`src/hdl/sfrs_pkg.sv`:
```
// Purpose: Shared constants and types of the fundamental reset sequencer
// Assumes: 250 MHz system clock
// Notes:   Register map is word aligned, byte addressed
package sfrs_pkg;

  localparam int          CLK_KHZ        = 250000;
  localparam int          REL_MS         = 20;
  localparam int          QUASI_MS       = 100;
  localparam int          REL_CYCLES     = REL_MS * CLK_KHZ;
  localparam int          QUASI_CYCLES   = QUASI_MS * CLK_KHZ;
  localparam int          MSMB_KHZ       = 100;
  localparam int          MSMB_DIV       = CLK_KHZ / MSMB_KHZ;

  localparam logic [7:0]  OFS_SWITCH_CTL = 8'h00;
  localparam logic [7:0]  OFS_SMBSTS     = 8'h04;
  localparam logic [7:0]  OFS_BOOTSTS    = 8'h08;
  localparam logic [7:0]  OFS_SEQSTS     = 8'h0C;
  localparam logic [7:0]  OFS_PHY_BASE   = 8'h40;

  localparam int          CTL_UNLOCK_BIT = 0;
  localparam int          CTL_HALT_BIT   = 1;
  localparam int          STS_DONE_BIT   = 0;
  localparam int          STS_ERR_BIT    = 1;
  localparam int          STS_CODE_LSB   = 8;
  localparam int          PHY_RETRAIN    = 0;

  localparam logic [7:0]  PHY_RESET      = 8'h00;
  localparam logic [15:0] TEST_MODE_MASK = 16'hF000;
  localparam logic [15:0] EE_MODE_MASK   = 16'h00FF;

  typedef struct packed {
    logic [3:0] mode;
    logic       halt;
    logic [1:0] slv_addr;
    logic [1:0] clk_mode;
  } sfrs_strap_t;

  typedef struct packed {
    logic [7:0] addr;
    logic [7:0] data;
  } sfrs_ee_wr_t;

  typedef enum logic [3:0] {
    ST_RESET,
    ST_STRAP,
    ST_TEST,
    ST_INIT,
    ST_UNLOCK,
    ST_PLL,
    ST_EEPROM,
    ST_HALT,
    ST_LOCK,
    ST_NORMAL
  } sfrs_state_t;

endpackage : sfrs_pkg

```
`src/hdl/sfrs_seq.sv`:
```
// Purpose: Fundamental reset sequencer of a multi-port switch
// Assumes: global_reset_n, straps and pll lock are asynchronous pins
// Notes:   Registers on Avalon-MM; EEPROM reader is an outside engine
// Contract
// - Cold or warm fundamental reset starts on global reset assertion.
// - Sequence holds until the global reset input has cleared.
// - Boot straps are captured on the global reset deasserting edge.
// - Test operating mode skips normal steps for the test sequence.
// - In normal modes all registers load their defaults.
// - Register unlock bit is set after register initialization.
// - PLL is initialized, lock awaited, clock recovery held reset.
// - Stack reset released and training begun within 20 ms.
// - All stacks in quasi-reset within 100 ms of reset clearing.
// - Quasi-reset stacks answer configuration requests with retry status.
// - Quasi-reset stacks discard other TLPs but return credits.
// - Master SMBus runs at 100 kHz during the sequence.
// - Slave SMBus released with address bits from straps.
// - EEPROM capable modes load EEPROM contents into registers.
// - EEPROM write of full retrain bit retrains that port immediately.
// - EEPROM error aborts load, sets halt, records error details.
// - EEPROM done flag set on completion or error.
// - While halt bit set stacks stay quasi-reset, rest runs.
// - Unlock bit cleared once halt bit is clear.
// - Normal operation then begins per captured operating mode.
// - Halt strap holds device in reset with both SMBuses active.
// - Straps are ignored outside a fundamental reset.
//
// Local design decisions: the register addresses and register access over Avalon-MM.
module sfrs_seq
  import sfrs_pkg::*;
#(
  parameter int NPORTS       = 12,
  parameter int REL_COUNT    = sfrs_pkg::REL_CYCLES,
  parameter int QUASI_COUNT  = sfrs_pkg::QUASI_CYCLES
)(
  input  wire logic                 clk_sys,
  input  wire logic                 rst_b,
  input  wire logic                 global_reset_n,
  input  wire sfrs_pkg::sfrs_strap_t strap_pins,
  input  wire logic                 pll_lock,
  output logic                      pll_init,
  output logic                      cdr_reset,
  output logic                      stack_reset_n,
  output logic                      stack_quasi,
  output logic                      cfg_retry_en,
  output logic                      tlp_discard_en,
  output logic                      normal_op,
  output logic [3:0]                switch_operating_mode,
  output logic                      test_seq_req,
  output logic                      msmb_en,
  output logic                      msmb_tick,
  output logic                      slv_smb_en,
  output logic [1:0]                slave_smbus_address_straps,
  output logic                      ee_load_req,
  input  wire logic                 ee_wr_valid,
  input  wire sfrs_pkg::sfrs_ee_wr_t ee_wr,
  input  wire logic                 ee_done,
  input  wire logic                 ee_error,
  input  wire logic [3:0]           ee_err_code,
  output logic [NPORTS-1:0]         retrain_pulse,
  input  wire logic [7:0]           avs_address,
  input  wire logic                 avs_read,
  input  wire logic                 avs_write,
  input  wire logic [31:0]          avs_writedata,
  output logic [31:0]               avs_readdata,
  output logic                      avs_waitrequest
);
  import sfrs_pkg::*;

  localparam int TW = 25;
  localparam int DW = 12;

  sfrs_state_t     state_reg;
  sfrs_state_t     state_next;
  logic            glob_meta_reg;
  logic            glob_sync_reg;
  logic            glob_prev_reg;
  logic            lock_meta_reg;
  logic            lock_sync_reg;
  sfrs_strap_t     strap_meta_reg;
  sfrs_strap_t     strap_sync_reg;
  sfrs_strap_t     strap_reg;
  logic [TW-1:0]   timer_reg;
  logic [DW-1:0]   div_reg;
  logic            rel_reg;
  logic            unlock_reg;
  logic            halt_reg;
  logic            done_reg;
  logic            err_reg;
  logic [3:0]      code_reg;
  logic [7:0]      phy_reg [NPORTS];
  logic            ack_reg;
  logic            rst_edge;
  logic            ee_take;
  logic            ee_err_ev;
  logic            bus_req;
  logic            bus_wr;
  logic            ctl_wr;
  logic [7:0]      wr_addr;
  logic [7:0]      wr_data;
  logic            wr_any;
  logic            bus_done;

  function automatic logic is_phy(input logic [7:0] a, input int p);
    is_phy = (a == 8'(OFS_PHY_BASE + 4 * p));
  endfunction : is_phy

  // Pins pass two flops before use
  always_ff @(posedge clk_sys or negedge rst_b)
  begin
    if (!rst_b)
    begin
      glob_meta_reg  <= 1'b0;
      glob_sync_reg  <= 1'b0;
      glob_prev_reg  <= 1'b0;
      lock_meta_reg  <= 1'b0;
      lock_sync_reg  <= 1'b0;
      strap_meta_reg <= '0;
      strap_sync_reg <= '0;
    end
    else
    begin
      glob_meta_reg  <= global_reset_n;
      glob_sync_reg  <= glob_meta_reg;
      glob_prev_reg  <= glob_sync_reg;
      lock_meta_reg  <= pll_lock;
      lock_sync_reg  <= lock_meta_reg;
      strap_meta_reg <= strap_pins;
      strap_sync_reg <= strap_meta_reg;
    end
  end

  assign rst_edge = glob_sync_reg & ~glob_prev_reg;

  // straps only sampled at that edge
  always_ff @(posedge clk_sys or negedge rst_b)
  begin
    if (!rst_b)
      strap_reg <= '0;
    else if (rst_edge)
      strap_reg <= strap_sync_reg;
  end

  always_ff @(posedge clk_sys or negedge rst_b)
  begin
    if (!rst_b)
      state_reg <= ST_RESET;
    else if (!glob_sync_reg)
      state_reg <= ST_RESET;
    else
      state_reg <= state_next;
  end

  always_comb
  begin
    state_next = state_reg;
    case (state_reg)
      ST_RESET:  if (rst_edge) state_next = ST_STRAP;
      ST_STRAP:  state_next = TEST_MODE_MASK[strap_reg.mode] ? ST_TEST : ST_INIT;
      ST_TEST:   state_next = ST_TEST;
      ST_INIT:   state_next = ST_UNLOCK;
      ST_UNLOCK: state_next = ST_PLL;
      ST_PLL:    if (lock_sync_reg)
                   state_next = EE_MODE_MASK[strap_reg.mode] ? ST_EEPROM : ST_HALT;
      ST_EEPROM: if (ee_done || ee_error) state_next = ST_HALT;
      ST_HALT:   if (!halt_reg) state_next = ST_LOCK;
      ST_LOCK:   state_next = ST_NORMAL;
      ST_NORMAL: state_next = ST_NORMAL;
      default:   state_next = ST_RESET;
    endcase
  end

  // Time since reset cleared, saturating
  always_ff @(posedge clk_sys or negedge rst_b)
  begin
    if (!rst_b)
      timer_reg <= '0;
    else if (state_reg == ST_RESET)
      timer_reg <= '0;
    else if (timer_reg != '1)
      timer_reg <= timer_reg + 1'b1;
  end

  // deadline keeps quasi-reset well inside 100 ms
  always_ff @(posedge clk_sys or negedge rst_b)
  begin
    if (!rst_b)
      rel_reg <= 1'b0;
    else if (state_reg == ST_RESET || state_reg == ST_TEST)
      rel_reg <= 1'b0;
    else if (state_reg == ST_PLL && lock_sync_reg)
      rel_reg <= 1'b1;
    // Sync and edge detect use three cycles of the deadline before the timer runs
    else if (state_reg != ST_STRAP && timer_reg >= TW'(REL_COUNT - 4))
      rel_reg <= 1'b1;
  end

  assign stack_reset_n = rel_reg;
  assign stack_quasi   = rel_reg & (state_reg != ST_NORMAL);
  assign cfg_retry_en   = stack_quasi;
  assign tlp_discard_en = stack_quasi;
  assign normal_op      = (state_reg == ST_NORMAL);
  assign switch_operating_mode = strap_reg.mode;
  assign test_seq_req   = (state_reg == ST_TEST);
  assign pll_init       = (state_reg == ST_PLL);
  assign cdr_reset      = (state_reg == ST_PLL) & ~lock_sync_reg;
  assign msmb_en    = (state_reg != ST_RESET) & (state_reg != ST_TEST);
  assign slv_smb_en = msmb_en;
  assign slave_smbus_address_straps = strap_reg.slv_addr;
  assign ee_load_req = (state_reg == ST_EEPROM);

  always_ff @(posedge clk_sys or negedge rst_b)
  begin
    if (!rst_b)
      div_reg <= '0;
    else if (!msmb_en || div_reg == DW'(MSMB_DIV - 1))
      div_reg <= '0;
    else
      div_reg <= div_reg + 1'b1;
  end

  assign msmb_tick = msmb_en & (div_reg == DW'(MSMB_DIV - 1));

  // Bus write stalls behind an EEPROM write so neither is lost
  assign bus_req         = avs_read | avs_write;
  assign ee_take         = ee_wr_valid & (state_reg == ST_EEPROM);
  assign bus_done        = ack_reg & ~ee_take;
  assign avs_waitrequest = bus_req & ~bus_done;
  assign bus_wr          = avs_write & bus_done;
  assign wr_any          = ee_take | bus_wr;
  assign wr_addr         = ee_take ? ee_wr.addr : avs_address;
  assign wr_data         = ee_take ? ee_wr.data : avs_writedata[7:0];
  assign ctl_wr          = wr_any & (wr_addr == OFS_SWITCH_CTL);
  assign ee_err_ev       = (state_reg == ST_EEPROM) & ee_error;

  always_ff @(posedge clk_sys or negedge rst_b)
  begin
    if (!rst_b)
      ack_reg <= 1'b0;
    else
      ack_reg <= bus_req & ~bus_done;
  end

  always_ff @(posedge clk_sys or negedge rst_b)
  begin
    if (!rst_b)
      unlock_reg <= 1'b0;
    else if (state_reg == ST_RESET || state_reg == ST_INIT)
      unlock_reg <= 1'b0;
    else if (state_reg == ST_UNLOCK)
      unlock_reg <= 1'b1;
    else if (state_reg == ST_LOCK)
      unlock_reg <= 1'b0;
  end

  // error sets halt, wins over a clear
  always_ff @(posedge clk_sys or negedge rst_b)
  begin
    if (!rst_b)
      halt_reg <= 1'b0;
    else if (state_reg == ST_RESET || state_reg == ST_INIT)
      halt_reg <= 1'b0;
    else if (state_reg == ST_UNLOCK)
      halt_reg <= strap_reg.halt;
    else if (ee_err_ev)
      halt_reg <= 1'b1;
    else if (ctl_wr)
      halt_reg <= wr_data[CTL_HALT_BIT];
  end

  always_ff @(posedge clk_sys or negedge rst_b)
  begin
    if (!rst_b)
    begin
      done_reg <= 1'b0;
      err_reg  <= 1'b0;
      code_reg <= '0;
    end
    else if (state_reg == ST_RESET || state_reg == ST_INIT)
    begin
      done_reg <= 1'b0;
      err_reg  <= 1'b0;
      code_reg <= '0;
    end
    else if (state_reg == ST_EEPROM && (ee_done || ee_error))
    begin
      done_reg <= 1'b1;
      err_reg  <= ee_error;
      code_reg <= ee_error ? ee_err_code : 4'h0;
    end
  end

  // Link state registers, writable only while unlocked; retrain bit 0 not stored
  generate
    for (genvar p = 0; p < NPORTS; p++)
    begin : g_phy
      logic hit;
      assign hit = wr_any & is_phy(wr_addr, p);
      always_ff @(posedge clk_sys or negedge rst_b)
      begin
        if (!rst_b)
          phy_reg[p] <= PHY_RESET;
        else if (state_reg == ST_RESET || state_reg == ST_INIT)
          phy_reg[p] <= PHY_RESET;
        else if (hit && unlock_reg)
          phy_reg[p] <= {wr_data[7:1], 1'b0};
      end
      always_ff @(posedge clk_sys or negedge rst_b)
      begin
        if (!rst_b)
          retrain_pulse[p] <= 1'b0;
        else
          retrain_pulse[p] <= hit & ee_take & wr_data[PHY_RETRAIN];
      end
      a_retrain_now: assert property (@(posedge clk_sys) disable iff (!rst_b)
        (ee_take && is_phy(ee_wr.addr, p) && ee_wr.data[PHY_RETRAIN]) |=> retrain_pulse[p])
        else $error("retrain pulse missing");
      a_retrain_only: assert property (@(posedge clk_sys) disable iff (!rst_b)
        retrain_pulse[p]
        |-> $past(ee_take && is_phy(ee_wr.addr, p) && ee_wr.data[PHY_RETRAIN]))
        else $error("retrain pulse without eeprom write");
    end
  endgenerate

  // Read data loaded one edge early so it stands at the ack edge
  always_ff @(posedge clk_sys or negedge rst_b)
  begin
    if (!rst_b)
      avs_readdata <= '0;
    else if (avs_read && !ack_reg)
    begin
      avs_readdata <= '0;
      case (avs_address)
        OFS_SWITCH_CTL: avs_readdata <= {30'h0, halt_reg, unlock_reg};
        OFS_SMBSTS:  avs_readdata <= {20'h0, code_reg, 6'h0, err_reg, done_reg};
        OFS_BOOTSTS: avs_readdata <= {23'h0, strap_reg};
        OFS_SEQSTS:  avs_readdata <= {26'h0, rel_reg, stack_quasi, 4'(state_reg)};
        default:
          for (int p = 0; p < NPORTS; p++)
            if (is_phy(avs_address, p))
              avs_readdata <= {24'h0, phy_reg[p]};
      endcase
    end
  end

  // Checks
  a_hold_reset: assert property (@(posedge clk_sys) disable iff (!rst_b)
    !glob_sync_reg |=> state_reg == ST_RESET)
    else $error("left reset while global reset held");

  a_strap_take: assert property (@(posedge clk_sys) disable iff (!rst_b)
    rst_edge |=> strap_reg == $past(strap_sync_reg))
    else $error("straps not captured at release");

  a_strap_ignore: assert property (@(posedge clk_sys) disable iff (!rst_b)
    !rst_edge |=> $stable(strap_reg))
    else $error("straps changed outside reset release");

  a_test_path: assert property (@(posedge clk_sys) disable iff (!rst_b)
    (state_reg == ST_STRAP && TEST_MODE_MASK[strap_reg.mode] && glob_sync_reg)
    |=> test_seq_req && !stack_reset_n)
    else $error("test mode did not take test path");

  a_unlock_set: assert property (@(posedge clk_sys) disable iff (!rst_b)
    (state_reg == ST_UNLOCK && glob_sync_reg) |=> unlock_reg)
    else $error("unlock bit not set");

  a_stack_deadline: assert property (@(posedge clk_sys) disable iff (!rst_b)
    (timer_reg == TW'(REL_COUNT) && state_reg != ST_TEST && glob_sync_reg)
    |-> stack_reset_n)
    else $error("stack reset held past deadline");

  a_quasi_deadline: assert property (@(posedge clk_sys) disable iff (!rst_b)
    (timer_reg == TW'(QUASI_COUNT) && state_reg != ST_TEST && glob_sync_reg)
    |-> stack_quasi || normal_op)
    else $error("stacks not in quasi-reset by deadline");

  a_quasi_retry: assert property (@(posedge clk_sys) disable iff (!rst_b)
    (state_reg == ST_HALT && rel_reg) |-> cfg_retry_en && tlp_discard_en)
    else $error("halted stacks not in quasi-reset");

  a_ee_done: assert property (@(posedge clk_sys) disable iff (!rst_b)
    (state_reg == ST_EEPROM && (ee_done || ee_error) && glob_sync_reg)
    |=> done_reg && err_reg == $past(ee_error))
    else $error("eeprom done flag wrong");

  a_halt_error: assert property (@(posedge clk_sys) disable iff (!rst_b)
    (ee_err_ev && glob_sync_reg) |=> halt_reg && state_reg == ST_HALT)
    else $error("eeprom error did not halt");

  a_lock_after: assert property (@(posedge clk_sys) disable iff (!rst_b)
    (state_reg == ST_HALT && !halt_reg && glob_sync_reg)
    |=> ##1 !unlock_reg && normal_op)
    else $error("unlock not cleared after halt");

  a_msmb_rate: assert property (@(posedge clk_sys) disable iff (!rst_b)
    (msmb_tick && msmb_en) |=> !msmb_tick)
    else $error("master bus tick too fast");

endmodule : sfrs_seq

```
`config.mk`:
```
export PLATFORM = sky130hd
export DESIGN_NAME = sfrs_seq
export DESIGN_NICKNAME = d
export VERILOG_FILES = /design/src/hdl/sfrs_pkg.sv /design/src/hdl/sfrs_seq.sv
export SDC_FILE = /design/constraint.sdc
export NUM_CORES = 1
export LEC_CHECK = 0
export BUFFER_PORTS_ARGS = -buffer_cell sky130_fd_sc_hd__buf_2
export CORE_UTILIZATION = 45
export DETAILED_ROUTE_END_ITERATION = 7
export PLACE_DENSITY = 0.72
export SLEW_MARGIN = 20
export SYNTH_ARGS = -nofsm -noshare
export SYNTH_HDL_FRONTEND = slang
export SYNTH_SLANG_ARGS = --single-unit
```
`constraint.sdc`:
```
create_clock -name clk_sys -period 2.99 [get_ports clk_sys]
set_input_delay 0.299 -clock clk_sys [delete_from_list [all_inputs] [get_ports clk_sys]]
set_output_delay 0.299 -clock clk_sys [all_outputs]
set_load 0.02 [all_outputs]
```
==> impl.org, run 1 <==
** Critical path
- Required @ worst endpoint :: roughly 2700 ps
- Crit. End Element :: output pin
- The signal on the critical path passes through nand4bb_1 -> inv_2 -> nand2_2 -> a21oi_1 -> buf_2.
- STA classifies the critical path startpoint as a register.
- The worst setup path is of the reg -> out kind.
- Max incr delay on CP :: 380 ps
- CP arrival :: approximately 2300 ps
- The largest individual stage delay along the critical path comes from the cell sky130_fd_sc_hd__dfrtp_1.
- Of all nets on the critical path, the largest fanout is 14.

** Floorplan
- Initial core utilization :: 0.465
- For this design the top-level I/O count stands at 141.
- Row count :: 53
- In this run the horizontal extent of the chip is around 150 um.
- The floorplan step set the die height to 150 um.
- Die Area :: around 0.023 mm^2
- The total area inside the core boundary comes to 0.0213 mm^2.

** Clocking
- Buffer count from post-CTS setup fixing :: 0
- Clock tree synthesis selected as its root buffer the cell sky130_fd_sc_hd__clkbuf_16.
- Clock tree from TritonCTS :: yes
- Clock latency reported for the late side of the worst-skew pair :: 450 ps
- Clock buffer depth :: 2
- TritonCTS created 17 clock buffers.
- Cts repair resizes :: 0
- Buffers inserted to repair hold after CTS numbered 12.
- Clock Sink Count :: 191
- In this run the number of H-tree levels came out at 4.
- After clock tree synthesis, the clock-pin slew on the worst setup and hold paths is 80 ps.

** Pwr
- Leakage power :: between 4 and 5 nW
- For this design the total switching power over the nets is 2.00 mW.
- Switching Fraction :: 0.327
- The share of total power dissipated in the clock network is 0.379.
- Part of the total power dissipated in sequential elements :: 0.454
- Combinational share of power :: 0.167
- The internal portion of the total power is 4.11 mW.
- Worst voltage drop across the vdd grid :: approximately 320 uV
- Cell Pwr Density :: 544 mW/mm^2

** Global routing
- The number of antenna violations at the first check in global routing was 1.
- The via count of the first global-routing pass is 7,673.
- The first global-routing pass estimated ~42,000 um of wire.
- Pin count of the biggest net entering global routing :: 114
- Grt total ovfl :: 0
- In the global route stage, overall resource usage came out at 0.241.

** Final layout
- In the final layout, the share of cells above drive strength 1 is 0.208.
- Compared with the post-synthesis result, the final layout area differs by 13.5%.
- Non-Filler Instances :: about 1.4k
- The library cell used most frequently in the layout, excluding fill and tap cells, is sky130_fd_sc_hd__dfrtp_1.
- Final nets :: 1,151
- The register with the most flip-flops in the layout has 84 of them.
- Leading cell types in the layout, fill and taps excluded :: sky130_fd_sc_hd__dfrtp_1 (191), sky130_fd_sc_hd__nand3_1 (109), sky130_fd_sc_hd__buf_2 (94)

** Run status
- Result of the run :: complete, no violations

** Logic synthesis
- A synthesized cell averages between 9 and 10 um^2.
- Sequential element share of the synthesized area :: 0.483
- The synthesized design contains around 190 register bits.
- The most used flip-flop cell after synthesis is sky130_fd_sc_hd__dfrtp_1.
- Distinct cell type count of the synthesized netlist :: 84
- Share of async-settable or async-resettable flops after synthesis :: 1.00
- In this run the cell area of the synthesized design comes to 0.00989 mm^2.
- Counting flops with a built-in enable in the synthesized netlist gives 0.
- Yosys warning count :: 0
- After technology mapping, the gate count stands at between 900 and 1k.

** STA
- Setup TNS :: 0 ps
- Setup repair after global routing left no endpoint under its margin.
- Max frequency :: 386 MHz
- Final critical delay including setup and external delays :: 2590 ps
- Between clock sinks in the finished design, the worst skew comes to 12.0 ps.
- The number of hold violations in the final report was 0.
- The max-slew violation count came to 0.
- Final worst setup slack :: ~400 ps
- Final setup violation count :: 0
- At the pin with the least slew margin, the transition time is 932 ps.
- Slew margin rel. :: 0.379
- Period utilization :: 0.868

** Placed design
- OpenSTA, run right after detailed placement, puts the worst setup slack at 541 ps.
- Once detailed placement completed, the half-perimeter wirelength came to 18,000 um.
- Port buffering added 95 buffers.
- Final GP Congestion :: 0.896
- Including well taps, the total number of placed cells is around 1.3k.

** Routing
- Post-DR vias/cell :: 6.00
- The detailed router finished its first iteration with 787 violations.
- After detailed routing, the number of remaining DRC violations is 0.
- Via count :: about 8.1k
- Number of nets still failing antenna checks after routing :: 0
- The pre-antenna-repair detailed-routing pass consisted of 6 iterations.
- After detailed routing, the total wire length is 25,800 um.
- In the final routed layout, each cell accounts on average for between 15 and 20 um.

** Job
- The tool flagged a number of max-cap violations equal to 0.

** Worst hold path
- Worst Hold Class :: in -> reg
-- Yosys cell counts, drive strengths merged, types with 9 or more instances --
cell / instances / area share
buf: 76 / 0.049
o21ai: 100 / 0.053
nor3: 26 / 0.014
o31ai: 18 / 0.014
o221ai: 16 / 0.022
nand2: 61 / 0.023
mux2i: 15 / 0.015
nand2b: 13 / 0.0090
dfrtp: 191 / 0.48
a21oi: 38 / 0.021
nor2: 70 / 0.027
inv: 19 / 0.0072
mux2: 17 / 0.019
o22ai: 22 / 0.014
nand3: 112 / 0.058
nor2b: 9 / 0.0057
or4: 13 / 0.0099
xor2: 11 / 0.0097
a31oi: 12 / 0.0076
clkbuf: 25 / 0.0095
-- final cells by class --
cell class                      count  area (um^2)
Sequential cell                   191         4780
Antenna cell                        1         2.50
Fill cell                        1888        10100
Timing Repair Buffer              138          862
Clock inverter                     15          184
Clock buffer                       17          425
Multi-Input combinational cell    703         4560
Inverter                           19         71.3
Tap cell                          275          344
-- through the flow --
stage          power (mW)  cell area [um^2]  hold slack (ps)   util
2_1_floorplan        3.47              9960             3.41      -
3_3_place_gp         3.81             10500              152  0.493
3_5_place_dp         3.82             10500              151  0.493
4_1_cts              6.14             11200              104  0.527
5_1_grt              6.35             11200              106  0.527
6_report             6.11             11200              107  0.527
-- path summary, 6_finish.rpt --
| path | startpoint | endpoint | slack [ps] | depth (start not counted) |
|---|---|---|---|---|
| setup / recovery | state_reg[3] | avs_waitrequest | 400 | 5 |
| min in group asynchronous | rst_b | phy_reg[83] | 250 | 2 |
| setup reg to reg | state_reg[3] | phy_reg[6] | 490 | 6 |
| hold reg to reg | strap_meta_reg[6] | strap_sync_reg[6] | 350 | 0 |
| max in group asynchronous | rst_b | timer_reg[4] | 1920 | 3 |
| hold / removal | ee_err_code[2] | code_reg[2] | 110 | 3 |
-- worst max-delay path: cells and delay by family (launching register included) --
family	cells	cell delay, ps
AO/OA/AOI/OAI	1	350
buffers and inverters	2	540
flip-flops	1	380
AND/OR/NAND/NOR	2	570
-- power by group through the flow --
stage | combinational (mW) | sequential, mW | clock (mW)
after global routing | 1.12 | 2.78 | 2.45
after CTS | 1.02 | 2.77 | 2.35
final | 1.02 | 2.78 | 2.31
after detailed placement | 0.999 | 2.82 | 0
after floorplan | 0.684 | 2.79 | 0
after global placement | 0.989 | 2.82 | 0
-- layer usage --
| metal | up-vias | wire length (um) | part of all wire | global-route usage |
|---|---|---|---|---|
| li1 | 3792 | - | - | - |
| met1 | 3978 | 11300 | 0.44 | 0.342 |
| met2 | 340 | 12100 | 0.47 | 0.368 |
| met3 | 38 | 2040 | 0.079 | 0.0576 |
| met4 | 0 | 454 | 0.018 | 0.0687 |
| met5 | - | 0 | 0 | 0 |
-- kinds of logic (layout without fill, tap and decap cells) --
family                   count (synthesis)  after routing  share of synthesized area
AO/OA/AOI/OAI                          266            266                      0.186
XOR/XNOR                                18             18                     0.0159
adder cells (fa/ha/maj)                  3              3                    0.00380
buffers and inverters                  120            189                     0.0653
flip-flops                             191            191                      0.483
multiplexers                            35             35                     0.0414
other                                    1             21                   0.000379
AND/OR/NAND/NOR                        361            361                      0.204
No activity file was read; power rests on OpenSTA's default activity.
==> run 2, diff against run 1 <==
==> constraint.sdc (replaced) <==
create_clock -name clk_sys -period 3.4 [get_ports clk_sys]
set_input_delay 0.34 -clock clk_sys [delete_from_list [all_inputs] [get_ports clk_sys]]
set_output_delay 0.34 -clock clk_sys [all_outputs]
set_load 0.02 [all_outputs]
==> run 2 against run 1 <==
  * Power fell by 13%
  * Clock-buffer cell count rose by 2
  * The run now ends with hold timing left
  * Worst setup slack improved by 180 ps
  * Critical path type unchanged
  * Clock power fell by 13%
  * Largest cell class unchanged
==> impl.org, run 2 (synthesis gave the netlist of run 1 again) <==
** Critical path
- The buffers plus inverters on the worst setup path is 4 (+2).
- By instance count, the cell type seen most on the critical path is sky130_fd_sc_hd__buf_4.
- Worst path cell trace :: buf_4 -> nand4bb_1 -> buf_4 -> inv_2 -> nand2_2 -> a21oi_1 -> buf_2
- Max incr delay on CP :: 380 ps (about the same)
- The worst setup path is captured at an output pin.
- The data required time at the worst endpoint was 3060 ps (+370 ps).
- The largest driver fanout on the critical path came to 14 (unchanged).
- The depth of the most critical reg-to-reg path came to 8 (+2).
- CP arrival :: 2480 ps (+190 ps)
- Kind of cell adding the most delay to the critical path :: buffers and inverters
- The slowest stage of the critical path belongs to the cell sky130_fd_sc_hd__a21oi_1.
- Crit path depth :: 7 (+2)
- Kind of start point of the critical path :: register
- The worst-case register-to-register setup slack came to 710 ps (+220 ps).
- The critical path in this run is classified as reg -> out.

** Global routing
- The overall overflow remaining after global route came to 0 (unchanged).
- The routing usage on met2 is 0.371 (+0.00301).
- Pin count of the biggest net entering global routing :: 106 (-7.0%)
- Overall global routing resource usage :: 0.241 (-0.000570)
- Vias in the first global route :: 7,723 (+0.65%)
- The met1 global-route usage is 0.324 (-0.0185).
- The number of antenna violations at the first check in global routing came to 1 (unchanged).
- The global-route wire length before repair was 41,600 um (-0.58%).
- met2 is the most crowded layer.
- Global routing met3 resource utilization :: 0.0679 (+0.0103)

** Worst hold path
- Worst Hold Class :: in -> async

** Clocking
- The number of gates given a new drive strength after cts is 0 (unchanged).
- The CTS clock-pin slew for the worst setup and hold paths was 80 ps (about the same).
- The clock insertion delay at the later pin of the skew report is 450 ps (about the same).
- Clock root buffer master :: sky130_fd_sc_hd__clkbuf_16
- TritonCTS built the clock tree.
- The total setup buffers inserted after CTS was 0 (unchanged).
- The deepest level of the CTS H-tree is 4 (unchanged).
- The total number of clock tree sinks came to 191 (unchanged).
- The deepest clock path buffer count is 2 (unchanged).
- The total clock buffers created by CTS was 17 (unchanged).

** Placed design
- Final GP Congestion :: 0.857 (-4.4%)
- The worst setup slack after placement came to 784 ps (+243 ps).
- Count of input and output buffers :: 95 (unchanged)
- Post-detail-place hpwl :: 18,100 um (+0.96%)
- Post-placement cell area :: 0.0104 mm^2 (-0.48%)

** Final layout
- The library cell used most frequently in the layout, excluding fill and tap cells, is sky130_fd_sc_hd__dfrtp_1.
- Leading cell types in the layout, fill and taps excluded :: sky130_fd_sc_hd__dfrtp_1 (191), sky130_fd_sc_hd__nand3_1 (109), sky130_fd_sc_hd__buf_2 (94)
- The fraction of layout instances using a drive strength above 1 is 0.204 (-0.00422).
- Max reg flops :: 84 (unchanged)
- The final net count was 1,144 (-0.61%).
- The final-layout fill cell count was 1,921 (+1.7%).
- Post-route cell area :: 0.0111 mm^2 (-0.85%)
- The final core utilization came to 0.523 (-0.00447).
- From synthesis to final layout, the design area changed by 12.6%.

** Routing
- The total vias in the final route is 8,102 (-0.56%).
- The iteration count of the initial detailed-routing pass was 5 (-1).
- The average detailed-routed wire length per instance was 19.2 um (+1.2%).
- Post-DR vias/cell :: 5.99 (about the same)
- The total routed wirelength is 26,000 um (+0.67%).
- The number of routed nets with antenna violations is 0 (unchanged).
- The DRC violation count after routing came to 0 (unchanged).
- Iteration-0 DRC Markers :: 675 (-14%)

** Floorplan
- The initial core utilization came to 0.465 (unchanged).
- The placeable core region was 0.0213 mm^2 (unchanged).
- Overall die width :: 150 um (unchanged)
- The site row count came to 53 (unchanged).
- The die outline area was 0.0226 mm^2 (unchanged).
- Overall die height :: 150 um (unchanged)
- Ports :: 141 (unchanged)

** Job
- Maxcap violations :: 0 (unchanged)

** STA
- The setup TNS came to 0 ps (unchanged).
- Final critical delay including setup and external delays :: 2820 ps
- Max frequency :: 354 MHz
- Final setup violation count :: 0 (unchanged)
- The final worst slack was 576 ps (+180 ps).
- The worst hold margin came to -3.40 ps (-110 ps).
- Max Slew Vio Count :: 0 (unchanged)
- Final setup skew :: 12.2 ps (+0.229 ps)
- The actual transition at the worst max-transition pin came to 1000 ps (+68.5 ps).
- Setup repair after global routing left no endpoint under its margin.
- The number of hold violations in the final report was 3 (+3).
- Slew margin rel. :: 0.332 (-0.0470)
- Period utilization :: 0.831

** Run status
- The flow ran to the end, but the final reports show violations.
- Violated checks :: hold timing

** Pwr
- Worst voltage drop across the vdd grid :: 340 uV (+5.8%)
- The power consumption was 5.33 mW (-13%).
- Leakage power :: 4.70 nW (-1.0%)
- Cell Pwr Density :: 479 mW/mm^2 (-12%)
run 2: where the power goes:
part	internal, mW	switching, mW
Combinational	0.256	0.624
Clock	1.06	0.952
Sequential	2.34	0.0975
Total	3.66	1.67
run 2: layer usage:
metal	wire length, um	vias up	part of all wire
li1	-	3771	-
met1	11200	3975	0.43
met2	12000	308	0.46
met3	2140	48	0.082
met4	590	0	0.023
met5	0	-	0
run 2: area by class of cell:
cell class	count	area (um^2)	share of cell area
Sequential cell	191	4780	0.429
Multi-Input combinational cell	703	4560	0.410
Timing Repair Buffer	131	792	0.0711
Clock buffer	19	443	0.0398
Tap cell	275	344	0.0309
Clock inverter	13	141	0.0127
Inverter	19	71.3	0.00641
Antenna cell	1	2.50	0.000225
run 2: worst paths after layout:
kind,endpoint,from
max,avs_waitrequest,state_reg[2]
min,phy_reg[54],rst_b
max reg2reg,phy_reg[70],state_reg[2]
min reg2reg,strap_sync_reg[7],strap_meta_reg[7]
max in group asynchronous,phy_reg[19],rst_b
min in group clk_sys,strap_meta_reg[3],strap_pins[3]
run 2: metrics by stage:
stage	cells	hold slack, ps
floorplan	1014	44.4
global route	1351	0.637
finish	1352	-3.40
CTS	1349	0.662
detailed placement	1309	336
global placement	1309	334
run 2: what timing repair did:
item | CTS | global route
setup endpoints to repair | 0 | 0
hold buffers | 8 | 2
endpoints found under the hold margin | 8 | 2
